## src/hw/cal_seq_params.svh

```systemverilog
`ifndef CAL_SEQ_PARAMS_SVH
`define CAL_SEQ_PARAMS_SVH
// register byte offsets
`define CS_OFF_CTRL    8'h00
`define CS_OFF_DELAY   8'h04
`define CS_OFF_STATUS  8'h08
`define CS_OFF_OFS_A   8'h0C
`define CS_OFF_OFS_B   8'h10
`define CS_OFF_GAIN    8'h14
`define CS_OFF_TIMING  8'h18
`define CS_OFF_TERM    8'h1C
// reset values
`define CS_CTRL_RST    9'h000
`define CS_DELAY_RST   16'h0101
`define CS_MID_CODE    12'h000
// timing
`define CS_CLK_NS      25
`define CS_CAL_NS      25600
`define CS_OS_NS       51200
`define CS_SLEEP_NS    6400
`define CS_WAKE_NS     1600
`define CS_CAL_CYC     (`CS_CAL_NS / `CS_CLK_NS)
`define CS_OS_CYC      (`CS_OS_NS / `CS_CLK_NS)
`define CS_SLEEP_UNIT  (`CS_SLEEP_NS / `CS_CLK_NS)
`define CS_WAKE_UNIT   (`CS_WAKE_NS / `CS_CLK_NS)
`endif

```

## src/hw/cal_seq_pkg.sv

```systemverilog
package cal_seq_pkg;
	// sequencer states, one-hot
	typedef enum logic [7:0] {
		st_fg_cal   = 8'h01,
		st_fg_os    = 8'h02,
		st_run      = 8'h04,
		st_bg_sleep = 8'h08,
		st_bg_wake  = 8'h10,
		st_bg_cal   = 8'h20,
		st_bg_os    = 8'h40,
		st_bg_swap  = 8'h80
	} cal_state_e;
	// control register layout, bit 0 lowest
	typedef struct packed {
		logic single_input_b;
		logic single_channel;
		logic trigger_source_select;
		logic background_offset_enable;
		logic foreground_offset_enable;
		logic manual_swap_select;
		logic low_power_background_enable;
		logic background_calibration_enable;
		logic software_calibration_trigger;
	} ctrl_s;
	// per-core analog controls
	typedef struct packed {
		logic [2:0] online;
		logic [2:0] power;
		logic [2:0] calibrate;
		logic [2:0] input_b;
	} core_ctl_s;
	typedef logic [5:0][11:0] bank_bus_t;
endpackage

```

## src/hw/adc_calibration_sequencer.sv

```systemverilog
// Overview of operation
// - foreground cal: cores offline, outputs mid-code
// - six banks, three cores, two-way interleaved
// - dual maps A/B; single shares input
// - background swaps spare core C into service
// - foreground cal after power-up; host waits
// - trigger from pin or software bit
// - calibrate spare, hand over, rotate forever
// - low-power powers down the spare except while it wakes or calibrates
// - sleep delay times automatic spare wake
// - settle delay before calibrating woken core
// - manual swap select: automatic or triggered, low-power only
// - foreground offset cal runs once
// - background offset cal runs every rotation
// - offset cal owns offset trim registers
// - inputs stay connected during calibration
// - trims reset to factory values, read-write
`timescale 1ns/1ps
`include "cal_seq_params.svh"
module adc_calibration_sequencer #(
	parameter logic [11:0] FACTORY_OFS_A  = 12'h000,
	parameter logic [11:0] FACTORY_OFS_B  = 12'h000,
	parameter logic [11:0] FACTORY_GAIN   = 12'h800,
	parameter logic [11:0] FACTORY_TIMING = 12'h800,
	parameter logic [11:0] FACTORY_TERM   = 12'h800
) (
	// clock and reset
	input  wire logic                   sys_clk,
	input  wire logic                   reset_n,
	// apb slave
	input  wire logic                   psel,
	input  wire logic                   penable,
	input  wire logic                   pwrite,
	input  wire logic [7:0]             paddr,
	input  wire logic [31:0]            pwdata,
	output logic      [31:0]            prdata,
	output logic                        pready,
	output logic                        pslverr,
	// converter side
	input  wire logic                   calibration_trigger_pin,
	input  wire cal_seq_pkg::bank_bus_t bank_samples,
	input  wire logic [11:0]            offset_estimate_a,
	input  wire logic [11:0]            offset_estimate_b,
	output logic      [11:0]            sample_a,
	output logic      [11:0]            sample_b,
	output cal_seq_pkg::core_ctl_s      core_ctl,
	output logic                        offset_calibration,
	output logic                        foreground_done_flag
);

	// ****************************************
	// functions
	// ****************************************

	// one-hot of a core index
	function automatic logic [2:0] core_bit(input logic [1:0] idx);
		core_bit = 3'h0;
		core_bit[idx] = 1'b1;
	endfunction

	// bank of a core on the given phase
	function automatic logic [11:0] bank_pick(input cal_seq_pkg::bank_bus_t bus, input logic [1:0] core,
		input logic ph);
		bank_pick = bus[{core, ph}];
	endfunction

	// delay field scaled to cycles
	function automatic logic [16:0] scaled(input logic [7:0] val, input int unit);
		scaled = 17'(val * unit);
	endfunction

	// ****************************************
	// state
	// ****************************************

	cal_seq_pkg::cal_state_e state_q;       // sequencer state
	cal_seq_pkg::ctrl_s      ctrl_q;        // control bits
	logic [15:0]             delay_q;       // wake[15:8], sleep[7:0]
	logic [16:0]             cnt_q;         // state timer
	logic [1:0]              slot_a_q;      // core serving slot a
	logic [1:0]              slot_b_q;      // core serving slot b
	logic [1:0]              spare_q;       // spare core
	logic                    swap_b_q;      // next swap targets slot b
	logic                    phase_q;       // bank phase
	logic                    trig_lvl_q;    // last trigger level
	logic [11:0]             ofs_a_q;       // offset trim, input a
	logic [11:0]             ofs_b_q;       // offset trim, input b
	logic [11:0]             gain_q;        // gain trim
	logic [11:0]             timing_q;      // interleave timing trim
	logic [11:0]             term_q;        // termination trim
	logic                    trig_lvl;      // selected trigger level
	logic                    trig_evt;      // trigger rising edge
	logic                    fg_state;      // foreground states
	logic                    spare_up;      // spare awake phase
	logic                    wr_fire;       // apb write accepted
	logic                    rd_hit;        // address decodes
	logic [31:0]             rd_data;       // read mux
	logic                    os_end;        // offset pass completes
	logic                    os_to_b;       // offset pass trims input b

	// ****************************************
	// trigger
	// ****************************************

	// pick pin or software bit
	assign trig_lvl = ctrl_q.trigger_source_select ? calibration_trigger_pin
		: ctrl_q.software_calibration_trigger;
	assign trig_evt = trig_lvl & ~trig_lvl_q;
	assign fg_state = (state_q == cal_seq_pkg::st_fg_cal) | (state_q == cal_seq_pkg::st_fg_os);
	assign spare_up = (state_q == cal_seq_pkg::st_bg_wake) | (state_q == cal_seq_pkg::st_bg_cal)
		| (state_q == cal_seq_pkg::st_bg_os);
	assign os_end = ((state_q == cal_seq_pkg::st_fg_os) | (state_q == cal_seq_pkg::st_bg_os))
		& (cnt_q == 17'h00000);
	assign os_to_b = ctrl_q.single_channel ? ctrl_q.single_input_b : swap_b_q;

	// edge history
	always_ff @(posedge sys_clk)
	begin
		if (!reset_n)
			trig_lvl_q <= 1'b0;
		else
			trig_lvl_q <= trig_lvl;
	end

	// ****************************************
	// sequencer
	// ****************************************

	// state and timer
	always_ff @(posedge sys_clk)
	begin
		if (!reset_n)
		begin
			state_q <= cal_seq_pkg::st_fg_cal;
			cnt_q   <= 17'(`CS_CAL_CYC - 1);
		end
		else
		begin
			if (cnt_q != 17'h00000)
				cnt_q <= cnt_q - 17'h00001;
			unique case (state_q)
				// foreground core calibration
				cal_seq_pkg::st_fg_cal:
				if (cnt_q == 17'h00000)
				begin
					if (ctrl_q.foreground_offset_enable)
					begin
						state_q <= cal_seq_pkg::st_fg_os;
						cnt_q   <= 17'(`CS_OS_CYC - 1);
					end
					else
						state_q <= cal_seq_pkg::st_run;
				end
				// one offset pass
				cal_seq_pkg::st_fg_os:
				if (cnt_q == 17'h00000)
					state_q <= cal_seq_pkg::st_run;
				// normal conversion
				cal_seq_pkg::st_run:
				if (trig_evt)
				begin
					if (!ctrl_q.background_calibration_enable)
					begin
						state_q <= cal_seq_pkg::st_fg_cal;
						cnt_q   <= 17'(`CS_CAL_CYC - 1);
					end
					else if (ctrl_q.low_power_background_enable)
					begin
						state_q <= cal_seq_pkg::st_bg_sleep;
						cnt_q   <= scaled(delay_q[7:0], `CS_SLEEP_UNIT);
					end
					else
					begin
						state_q <= cal_seq_pkg::st_bg_cal;
						cnt_q   <= 17'(`CS_CAL_CYC - 1);
					end
				end
				// spare asleep
				cal_seq_pkg::st_bg_sleep:
				if (ctrl_q.manual_swap_select ? trig_evt : (cnt_q == 17'h00000))
				begin
					state_q <= cal_seq_pkg::st_bg_wake;
					cnt_q   <= scaled(delay_q[15:8], `CS_WAKE_UNIT);
				end
				// spare settling
				cal_seq_pkg::st_bg_wake:
				if (cnt_q == 17'h00000)
				begin
					state_q <= cal_seq_pkg::st_bg_cal;
					cnt_q   <= 17'(`CS_CAL_CYC - 1);
				end
				// spare calibrating
				cal_seq_pkg::st_bg_cal:
				if (cnt_q == 17'h00000)
				begin
					if (ctrl_q.background_offset_enable)
					begin
						state_q <= cal_seq_pkg::st_bg_os;
						cnt_q   <= 17'(`CS_OS_CYC - 1);
					end
					else
						state_q <= cal_seq_pkg::st_bg_swap;
				end
				// background offset pass
				cal_seq_pkg::st_bg_os:
				if (cnt_q == 17'h00000)
					state_q <= cal_seq_pkg::st_bg_swap;
				// hand over, keep rotating
				cal_seq_pkg::st_bg_swap:
				if (!ctrl_q.background_calibration_enable)
					state_q <= cal_seq_pkg::st_run;
				else if (ctrl_q.low_power_background_enable)
				begin
					state_q <= cal_seq_pkg::st_bg_sleep;
					cnt_q   <= scaled(delay_q[7:0], `CS_SLEEP_UNIT);
				end
				else
				begin
					state_q <= cal_seq_pkg::st_bg_cal;
					cnt_q   <= 17'(`CS_CAL_CYC - 1);
				end
			endcase
		end
	end

	// core rotation
	always_ff @(posedge sys_clk)
	begin
		if (!reset_n)
		begin
			slot_a_q <= 2'h0;
			slot_b_q <= 2'h1;
			spare_q  <= 2'h2;
			swap_b_q <= 1'b0;
		end
		else if (state_q == cal_seq_pkg::st_bg_swap)
		begin
			swap_b_q <= ~swap_b_q;
			if (swap_b_q)
			begin
				slot_b_q <= spare_q;
				spare_q  <= slot_b_q;
			end
			else
			begin
				slot_a_q <= spare_q;
				spare_q  <= slot_a_q;
			end
		end
	end

	// done flag
	always_ff @(posedge sys_clk)
	begin
		if (!reset_n)
			foreground_done_flag <= 1'b0;
		else if (fg_state & (cnt_q == 17'h00000)
			& ~((state_q == cal_seq_pkg::st_fg_cal) & ctrl_q.foreground_offset_enable))
			foreground_done_flag <= 1'b1;
		else if ((state_q == cal_seq_pkg::st_run) & trig_evt & ~ctrl_q.background_calibration_enable)
			foreground_done_flag <= 1'b0;
	end

	// ****************************************
	// converter side outputs
	// ****************************************

	// banks and samples
	always_ff @(posedge sys_clk)
	begin
		if (!reset_n)
		begin
			phase_q  <= 1'b0;
			sample_a <= `CS_MID_CODE;
			sample_b <= `CS_MID_CODE;
		end
		else
		begin
			phase_q <= ~phase_q;
			if (fg_state)
			begin
				sample_a <= `CS_MID_CODE;
				sample_b <= `CS_MID_CODE;
			end
			else
			begin
				sample_a <= bank_pick(bank_samples, slot_a_q, phase_q);
				sample_b <= bank_pick(bank_samples, slot_b_q, phase_q);
			end
		end
	end

	// core controls
	always_ff @(posedge sys_clk)
	begin
		if (!reset_n)
		begin
			core_ctl           <= '0;
			offset_calibration <= 1'b0;
		end
		else
		begin
			core_ctl.online <= fg_state ? 3'h0 : (core_bit(slot_a_q) | core_bit(slot_b_q));
			core_ctl.power  <= (!ctrl_q.low_power_background_enable | fg_state | spare_up)
				? 3'h7 : (core_bit(slot_a_q) | core_bit(slot_b_q));
			core_ctl.calibrate <= fg_state ? 3'h7
				: ((state_q == cal_seq_pkg::st_bg_cal) | (state_q == cal_seq_pkg::st_bg_os))
				? core_bit(spare_q) : 3'h0;
			// inputs never muted here
			if (ctrl_q.single_channel)
				core_ctl.input_b <= {3{ctrl_q.single_input_b}};
			else
				core_ctl.input_b <= core_bit(slot_b_q) | (swap_b_q ? core_bit(spare_q) : 3'h0);
			offset_calibration <= (state_q == cal_seq_pkg::st_fg_os) | (state_q == cal_seq_pkg::st_bg_os);
		end
	end

	// ****************************************
	// registers
	// ****************************************

	assign wr_fire = psel & penable & pready & pwrite;

	// read mux
	always_comb
	begin
		rd_hit  = 1'b1;
		rd_data = 32'h00000000;
		unique case (paddr)
			`CS_OFF_CTRL:   rd_data = 32'(ctrl_q);
			`CS_OFF_DELAY:  rd_data = 32'(delay_q);
			`CS_OFF_STATUS: rd_data = {15'h0000, state_q, swap_b_q, spare_q, slot_b_q, slot_a_q,
				offset_calibration, foreground_done_flag};
			`CS_OFF_OFS_A:  rd_data = 32'(ofs_a_q);
			`CS_OFF_OFS_B:  rd_data = 32'(ofs_b_q);
			`CS_OFF_GAIN:   rd_data = 32'(gain_q);
			`CS_OFF_TIMING: rd_data = 32'(timing_q);
			`CS_OFF_TERM:   rd_data = 32'(term_q);
			default:        rd_hit = 1'b0;
		endcase
	end

	// apb answer, one wait state
	always_ff @(posedge sys_clk)
	begin
		if (!reset_n)
		begin
			pready  <= 1'b0;
			pslverr <= 1'b0;
			prdata  <= 32'h00000000;
		end
		else
		begin
			pready  <= psel & penable & ~pready;
			pslverr <= psel & penable & ~pready & ~rd_hit;
			prdata  <= (psel & penable & ~pready & ~pwrite) ? rd_data : 32'h00000000;
		end
	end

	// control and delays
	always_ff @(posedge sys_clk)
	begin
		if (!reset_n)
		begin
			ctrl_q  <= `CS_CTRL_RST;
			delay_q <= `CS_DELAY_RST;
		end
		else if (wr_fire & (paddr == `CS_OFF_CTRL))
			ctrl_q <= pwdata[8:0];
		else if (wr_fire & (paddr == `CS_OFF_DELAY))
			delay_q <= pwdata[15:0];
	end

	// trims: factory reset, offset pass wins
	always_ff @(posedge sys_clk)
	begin
		if (!reset_n)
		begin
			ofs_a_q  <= FACTORY_OFS_A;
			ofs_b_q  <= FACTORY_OFS_B;
			gain_q   <= FACTORY_GAIN;
			timing_q <= FACTORY_TIMING;
			term_q   <= FACTORY_TERM;
		end
		else
		begin
			if (os_end & ((state_q == cal_seq_pkg::st_fg_os) | !os_to_b))
				ofs_a_q <= offset_estimate_a;
			else if (wr_fire & (paddr == `CS_OFF_OFS_A))
				ofs_a_q <= pwdata[11:0];
			if (os_end & ((state_q == cal_seq_pkg::st_fg_os) | os_to_b))
				ofs_b_q <= offset_estimate_b;
			else if (wr_fire & (paddr == `CS_OFF_OFS_B))
				ofs_b_q <= pwdata[11:0];
			if (wr_fire & (paddr == `CS_OFF_GAIN))
				gain_q <= pwdata[11:0];
			if (wr_fire & (paddr == `CS_OFF_TIMING))
				timing_q <= pwdata[11:0];
			if (wr_fire & (paddr == `CS_OFF_TERM))
				term_q <= pwdata[11:0];
		end
	end
endmodule // adc_calibration_sequencer

```

## config.mk

```make
export PLATFORM = sky130hd
export DESIGN_NAME = adc_calibration_sequencer
export DESIGN_NICKNAME = d
export VERILOG_FILES = /design/src/hw/cal_seq_pkg.sv /design/src/hw/adc_calibration_sequencer.sv
export VERILOG_INCLUDE_DIRS = /design/src /design/src/hw
export SDC_FILE = /design/constraint.sdc
export NUM_CORES = 1
export LEC_CHECK = 0
export ABC_AREA = 1
export BUFFER_PORTS_ARGS = -buffer_cell sky130_fd_sc_hd__buf_2
export CAP_MARGIN = 20
export CORE_MARGIN = 4
export CORE_UTILIZATION = 30
export CTS_BUF_LIST = sky130_fd_sc_hd__clkbuf_8
export DETAILED_ROUTE_END_ITERATION = 7
export SYNTH_ARGS = -nofsm -noshare
export SYNTH_HDL_FRONTEND = slang
export SYNTH_SLANG_ARGS = --single-unit
```

## constraint.sdc

```tcl
create_clock -name sys_clk -period 3.1 [get_ports sys_clk]
set_input_delay 0.62 -clock sys_clk [delete_from_list [all_inputs] [get_ports sys_clk]]
set_output_delay 0.62 -clock sys_clk [all_outputs]
set_load 0.05 [all_outputs]
```

==> run_results.csv, run 1 <==
group,metric,value,unit
final_layout,layout-drive-gt1-share,18.42,%
critical_path,crit_required,3440,ps
synth,synth_edf_count,0,
floorplanning,start_util,30.55,%
final_layout,area_growth,18.27,%
grt,grt_use_total,17.93,%
timing,tns,0,ps
critical_path,worstSetupStartpointType,"flip-flop",
routing,wl,29.77,mm
synth,synth-seq-cells,176,
routing,drc,0,
synth,yosys-mux-area-fraction,0.1138,%
timing,finalMaxSlewViolations,0,
synth,ys_types,45,
outcome,outcome,"finished clean",
clocking,post-cts-setup-buffer-count,0,
job,max_cap_viol_count,0,
critical_path,crit_path_end_kind,"flip-flop",
clocking,root_buffer,"clkbuf_8",
floorplanning,die_w,179.2,um
placed_design,hpwl,22.44,mm
clocking,clockBufferDepth,2,
power_and_ir_drop,power.total,6117,uW
final_layout,final_cell_mix,"368 x nand2_1, 182 x buf_2, 176 x dfxtp_1, 133 x inv_1, 112 x a21oi_1",
routing,wl_per_cell,16.08,um
routing,via_count,9135,
clocking,clk_pin_slew_worst_paths,100,ps
routing,drt-initial-drc-count,732,
power_and_ir_drop,power_density,588.3,nW/um^2
synth,synth_top_area_share,40.07,%
clocking,cts_resized,0,
timing,setup_viol,0,
floorplanning,die-area,32110,um^2
synth,synthSimpleGateAreaFrac,28.08,%
routing,final_antenna_net_count,0,
clocking,cts_buffers,17,
clocking,clk_latency,480,ps
final_layout,final_common_cell,"nand2_1",
final_layout,final_area,10400,um^2
floorplanning,die_y,179.2,um
synth,synth-xor-area-share,0.5977,%
clocking,tritoncts,"built",
synth,synth_compound_gate_area_share,20.89,%
placed_design,place_area,10000,um^2
synth,synthAdderAreaFrac,0.4269,%
synth,syn_area,8792,um^2
final_layout,fillCellCount,3111,
critical_path,arrival,2790,ps
power_and_ir_drop,p_int,3665,uW
power_and_ir_drop,pwr-share-comb,31.1,%
floorplanning,coreArea,28780,um^2
clocking,cts.sinks,176,
clocking,ctsHoldBuffers,0,
placed_design,gp_congestion,0.9041,
power_and_ir_drop,p_sw,2452,uW
routing,drt-vias-per-instance,4.935,
timing,skew,14.59,ps
synth,syn_avg_cell_area,6.816,um^2
synth,synth_area_leaders,"dfxtp_1 40%, nand2_1 16%, a21oi_1 6.4%",
power_and_ir_drop,peakVddDrop,224.1,uV
timing,fin_crit_sh,78.90,%
synth,seq_area_frac_synth,40.07,%
floorplanning,ios,214,
min_path,hp-class,"in2reg",
placed_design,io_buffers,182,
grt,grt_pass1_vias,8328,
critical_path,reg2regPathDepth,11,
synth,ys_warn_count,0,
timing,period_needed,2446,ps
timing,rsz0062_at_grt,"no",
synth,synth_top_family_by_area,"simple AND/OR/NAND/NOR gates",
grt,grt_overflow,0,
min_path,holdPathStages,3,
floorplanning,rows,62,
timing,slew_headroom,28.44,%
power_and_ir_drop,pwr-share-seq,42.1,%
timing,tightest_slew,1069,ps
synth,synthCells,1290,
grt,antenna_found_initial,1,
timing,finalHoldViolCount,0,
synth,ys.flop_type,"dfxtp_1",
critical_path,critical_path_class,"reg2reg",
grt,grt_pass1_wl,45.40,mm
synth,yosysTopAreaCell,"dfxtp_1",
clocking,h-tree-depth,4,
power_and_ir_drop,clkPwrFrac,26.8,%
grt,grt_max_degree,55,
critical_path,path_max_fanout,24,
final_layout,final_nets,1598,
routing,drtPass1Iterations,5,
power_and_ir_drop,swShare,40.08,%
synth,async_reset_ff_share,0,%
power_and_ir_drop,power.leakage,0.004573,uW
timing,timing.fmax,408.9,MHz
[registers in the layout, summed over array words and instances (netlist names), 8 cells and up]
name and cells:
cnt_q 17, core_ctl 12, ctrl_q 9, delay_q 16
gain_q 12, ofs_a_q 12, ofs_b_q 12, prdata 17
sample_a 12, sample_b 12, state_q 8, term_q 12
timing_q 12
[cells in the mapped netlist, types with 10 or more instances]
master    count
nand2_1     368
dfxtp_1     176
inv_1       132
a21oi_1     112
nor2_1      102
o21ai_0     102
a31oi_1      53
nand3_1      43
clkbuf_1     32
a211oi_1     23
buf_4        19
o22ai_1      17
buf_2        12
nand4_1      10
nor2_2       10
[metrics by stage]
stage	setup WS, ps	std cells	utilization, %	hold WS, ps
after floorplan	1211	1304	-	429.7
after global placement	547.6	1818	34.74	440.4
after detailed placement	506.5	1818	34.74	445.3
after CTS	718.3	1850	36.12	395.2
after global routing	443.9	1850	36.12	419.4
final	654.2	1851	36.13	412.2
[critical path, stage by stage, from the launching register on]
cell,delay (ps)
dfxtp_1,320
inv_1,130
ha_1,200
inv_1,50
nor2_1,80
nand2_1,90
nor2_4,180
nand2_4,180
inv_1,180
nand3_2,430
o21ai_0,390
a31oi_1,70
[path summary, 6_finish.rpt]
kind	startpoint	to	slack [ps]
setup reg to reg	cnt_q[0]	ofs_b_q[8]	650
hold / removal	penable	pready	410
setup / recovery	cnt_q[0]	ofs_b_q[8]	650
hold reg to reg	gain_q[9]	gain_q[9]	460
[logic make-up (layout without fill, tap and decap cells)]
kind of cell,Yosys count,in the layout
adder cells (fa/ha/maj),3,3
other,1,16
XOR/XNOR,6,6
multiplexers,1,1
AND/OR/NAND/NOR,574,574
flip-flops,176,176
AO/OA/AOI/OAI,325,325
buffers and inverters,204,366
[cell type report]
type | instances | area [um^2] | share of cell area [%]
clock inverters | 14 | 148.9 | 1.432
clock buffers | 18 | 247.7 | 2.382
repair buffers | 196 | 1016 | 9.770
well taps | 384 | 480.5 | 4.620
multi-input cells | 924 | 4462 | 42.91
flip-flops and latches | 176 | 3523 | 33.88
inverters | 138 | 518.0 | 4.981
diodes | 1 | 2.502 | 0.02406
[power groups by stage]
stage | logic, uW | clock network, uW | registers [uW]
after global routing | 2090 | 1760 | 2590
after floorplan | 1060 | 0 | 2940
after detailed placement | 1870 | 0 | 2620
final | 1900 | 1640 | 2570
after global placement | 1850 | 0 | 2620
after CTS | 1890 | 1670 | 2570
[metal layers]
layer / GRT usage [%] / up-vias / share of wire (%)
met5: 0 / - / 0
met2: 27.10 / 320 / 44
met1: 26.02 / 4227 / 46
met4: 4.887 / 0 / 2.1
li1: - / 4545 / -
met3: 3.522 / 43 / 7.7
Power figures use the tool's default switching activity.
==> inputs of run 2 (changes only) <==
==> constraint.sdc (replaced) <==
create_clock -name sys_clk -period 2.1 [get_ports sys_clk]
set_input_delay 0.42 -clock sys_clk [delete_from_list [all_inputs] [get_ports sys_clk]]
set_output_delay 0.42 -clock sys_clk [all_outputs]
set_load 0.05 [all_outputs]
==> run_results.csv, run 2 (same netlist as run 1, synthesis figures left out) <==
group,metric,value,unit
final_layout,layout-drive-gt1-share,22.30,%
placed_design,io_buffers,182,
critical_path,r2r_start,"cnt_q[1]",
power_and_ir_drop,power.total,9306,uW
grt,antenna_found_initial,1,
critical_path,worstSetupStartpoint,"cnt_q[1]",
final_layout,area_growth,24.56,%
timing,finalMaxSlewViolations,0,
grt,grt_pass1_vias,8392,
critical_path,path_max_fanout,8,
job,max_cap_viol_count,0,
routing,wl_per_cell,15.89,um
clocking,clockBufferDepth,2,
routing,via_count,9367,
critical_path,crit_path_end_kind,"flip-flop",
clocking,clk_pin_slew_worst_paths,110,ps
floorplanning,die_w,179.2,um
grt,grt_pass1_wl,45.51,mm
clocking,cts.sinks,176,
routing,drt-initial-drc-count,1013,
final_layout,fillCellCount,3034,
timing,tightest_slew,598.0,ps
critical_path,cp-endpoint,"cnt_q[0]",
final_layout,final_nets,1648,
timing,setup_viol,0,
critical_path,arrival,2400,ps
timing,slew_headroom,59.89,%
final_layout,stdcell_count,1901,
routing,final_antenna_net_count,0,
timing,period_needed,2019,ps
clocking,h-tree-depth,4,
floorplanning,coreArea,28780,um^2
timing,whs,184.4,ps
timing,finalHoldViolCount,0,
routing,drtPass1Iterations,5,
final_layout,final_common_cell,"nand2_1",
critical_path,rr_endpoint,"cnt_q[0]",
routing,drc,0,
placed_design,gp_congestion,0.9302,
timing,fin_crit_sh,96.16,%
placed_design,place_inst,1861,
timing,skew,17.48,ps
timing,timing.fmax,495.2,MHz
placed_design,hpwl,23.22,mm
power_and_ir_drop,power_density,849.8,nW/um^2
grt,grt_max_degree,38,
grt,grt_overflow,0,
min_path,hp-class,"in2reg",
clocking,root_buffer,"clkbuf_8",
final_layout,largestRegisters,"cnt_q (17), prdata (17), delay_q (16)",
power_and_ir_drop,power.leakage,0.004847,uW
timing,setup_ws,80.73,ps
routing,wl,30.20,mm
outcome,outcome,"finished clean",
clocking,clk_latency,500,ps
critical_path,critical_path_class,"reg2reg",
clocking,cts_buffers,17,
critical_path,reg2regPathDepth,12,
routing,drt-vias-per-instance,4.927,
clocking,tritoncts,"built",
final_layout,utilization,38.05,%
floorplanning,start_util,30.55,%
timing,rsz0062_at_grt,"yes",
floorplanning,die-area,32110,um^2
clocking,ctsHoldBuffers,0,
floorplanning,die_y,179.2,um
critical_path,r2r_slack,80,ps
critical_path,crit_required,2480,ps
grt,grt_use_total,17.96,%
final_layout,final_cell_mix,"367 x nand2_1, 182 x buf_2, 173 x dfxtp_1, 128 x inv_1, 107 x a21oi_1",
floorplanning,ios,214,
placed_design,dp_slack,47.28,ps
critical_path,worstSetupStartpointType,"flip-flop",
floorplanning,rows,62,
power_and_ir_drop,peakVddDrop,358.4,uV
[run 2: worst min-delay path by stage]
| stage | start | to | slack [ps] | cells past startpoint |
|---|---|---|---|---|
| floorplan | timing_q[10] | timing_q[10] | 430 | 2 |
| global placement | term_q[9] | term_q[9] | 440 | 2 |
| detailed placement | gain_q[10] | gain_q[10] | 440 | 2 |
| CTS | pwdata[13] | delay_q[13] | 170 | 3 |
| global route | penable | pready | 180 | 3 |
| finish | pwdata[14] | delay_q[14] | 180 | 3 |
[run 2: layout make-up]
type                            count  area [um^2]  area share (%)
Tap cell                          384        480.5           4.387
Clock buffer                       17        234.0           2.136
Timing Repair Buffer              246         1471           13.44
Clock inverter                     15        187.7           1.714
Sequential cell                   176         3527           32.21
Antenna cell                        1        2.502         0.02285
Multi-Input combinational cell    924         4531           41.37
Inverter                          138        518.0           4.730
[run 2: through the flow]
| stage | TNS, ps | area, um^2 |
|---|---|---|
| finish | 0 | 10950 |
| detailed placement | 0 | 10360 |
| floorplan | 0 | 8845 |
| CTS | 0 | 10780 |
| global placement | 0 | 10360 |
| global route | -142.7 | 10950 |
[run 2: critical path: stages, from the launching register on]
cell and delay, ps:
dfxtp_2 340, inv_2 50, ha_2 190, inv_1 40, nor2_1 110, nand2_1 100, nor2_4 190, nand2_4 140
ha_1 340, o21ai_1 170, nand3b_1 80, o21ai_0 70, nand4_1 100
[run 2: power by group]
part / internal (uW) / leakage, uW / switching [uW]
combinational: 902 / 0.00321 / 2130
sequential: 3620 / 0.00143 / 168
clock: 922 / 0.000205 / 1560
[run 2: what timing repair did]
action | 4_1_cts | 5_1_grt
buffers inserted | 0 | 6
gates resized for setup | 0 | 34
endpoints found under the setup margin | 0 | 53
[run 2: per-layer routing]
layer | track usage (%) | part of all wire (%) | vias up
met2 | 27.61 | 44 | 360
li1 | - | - | 4662
met3 | 3.269 | 7.0 | 35
met4 | 4.126 | 1.8 | 0
met1 | 26.13 | 47 | 4310
met5 | 0 | 0 | -
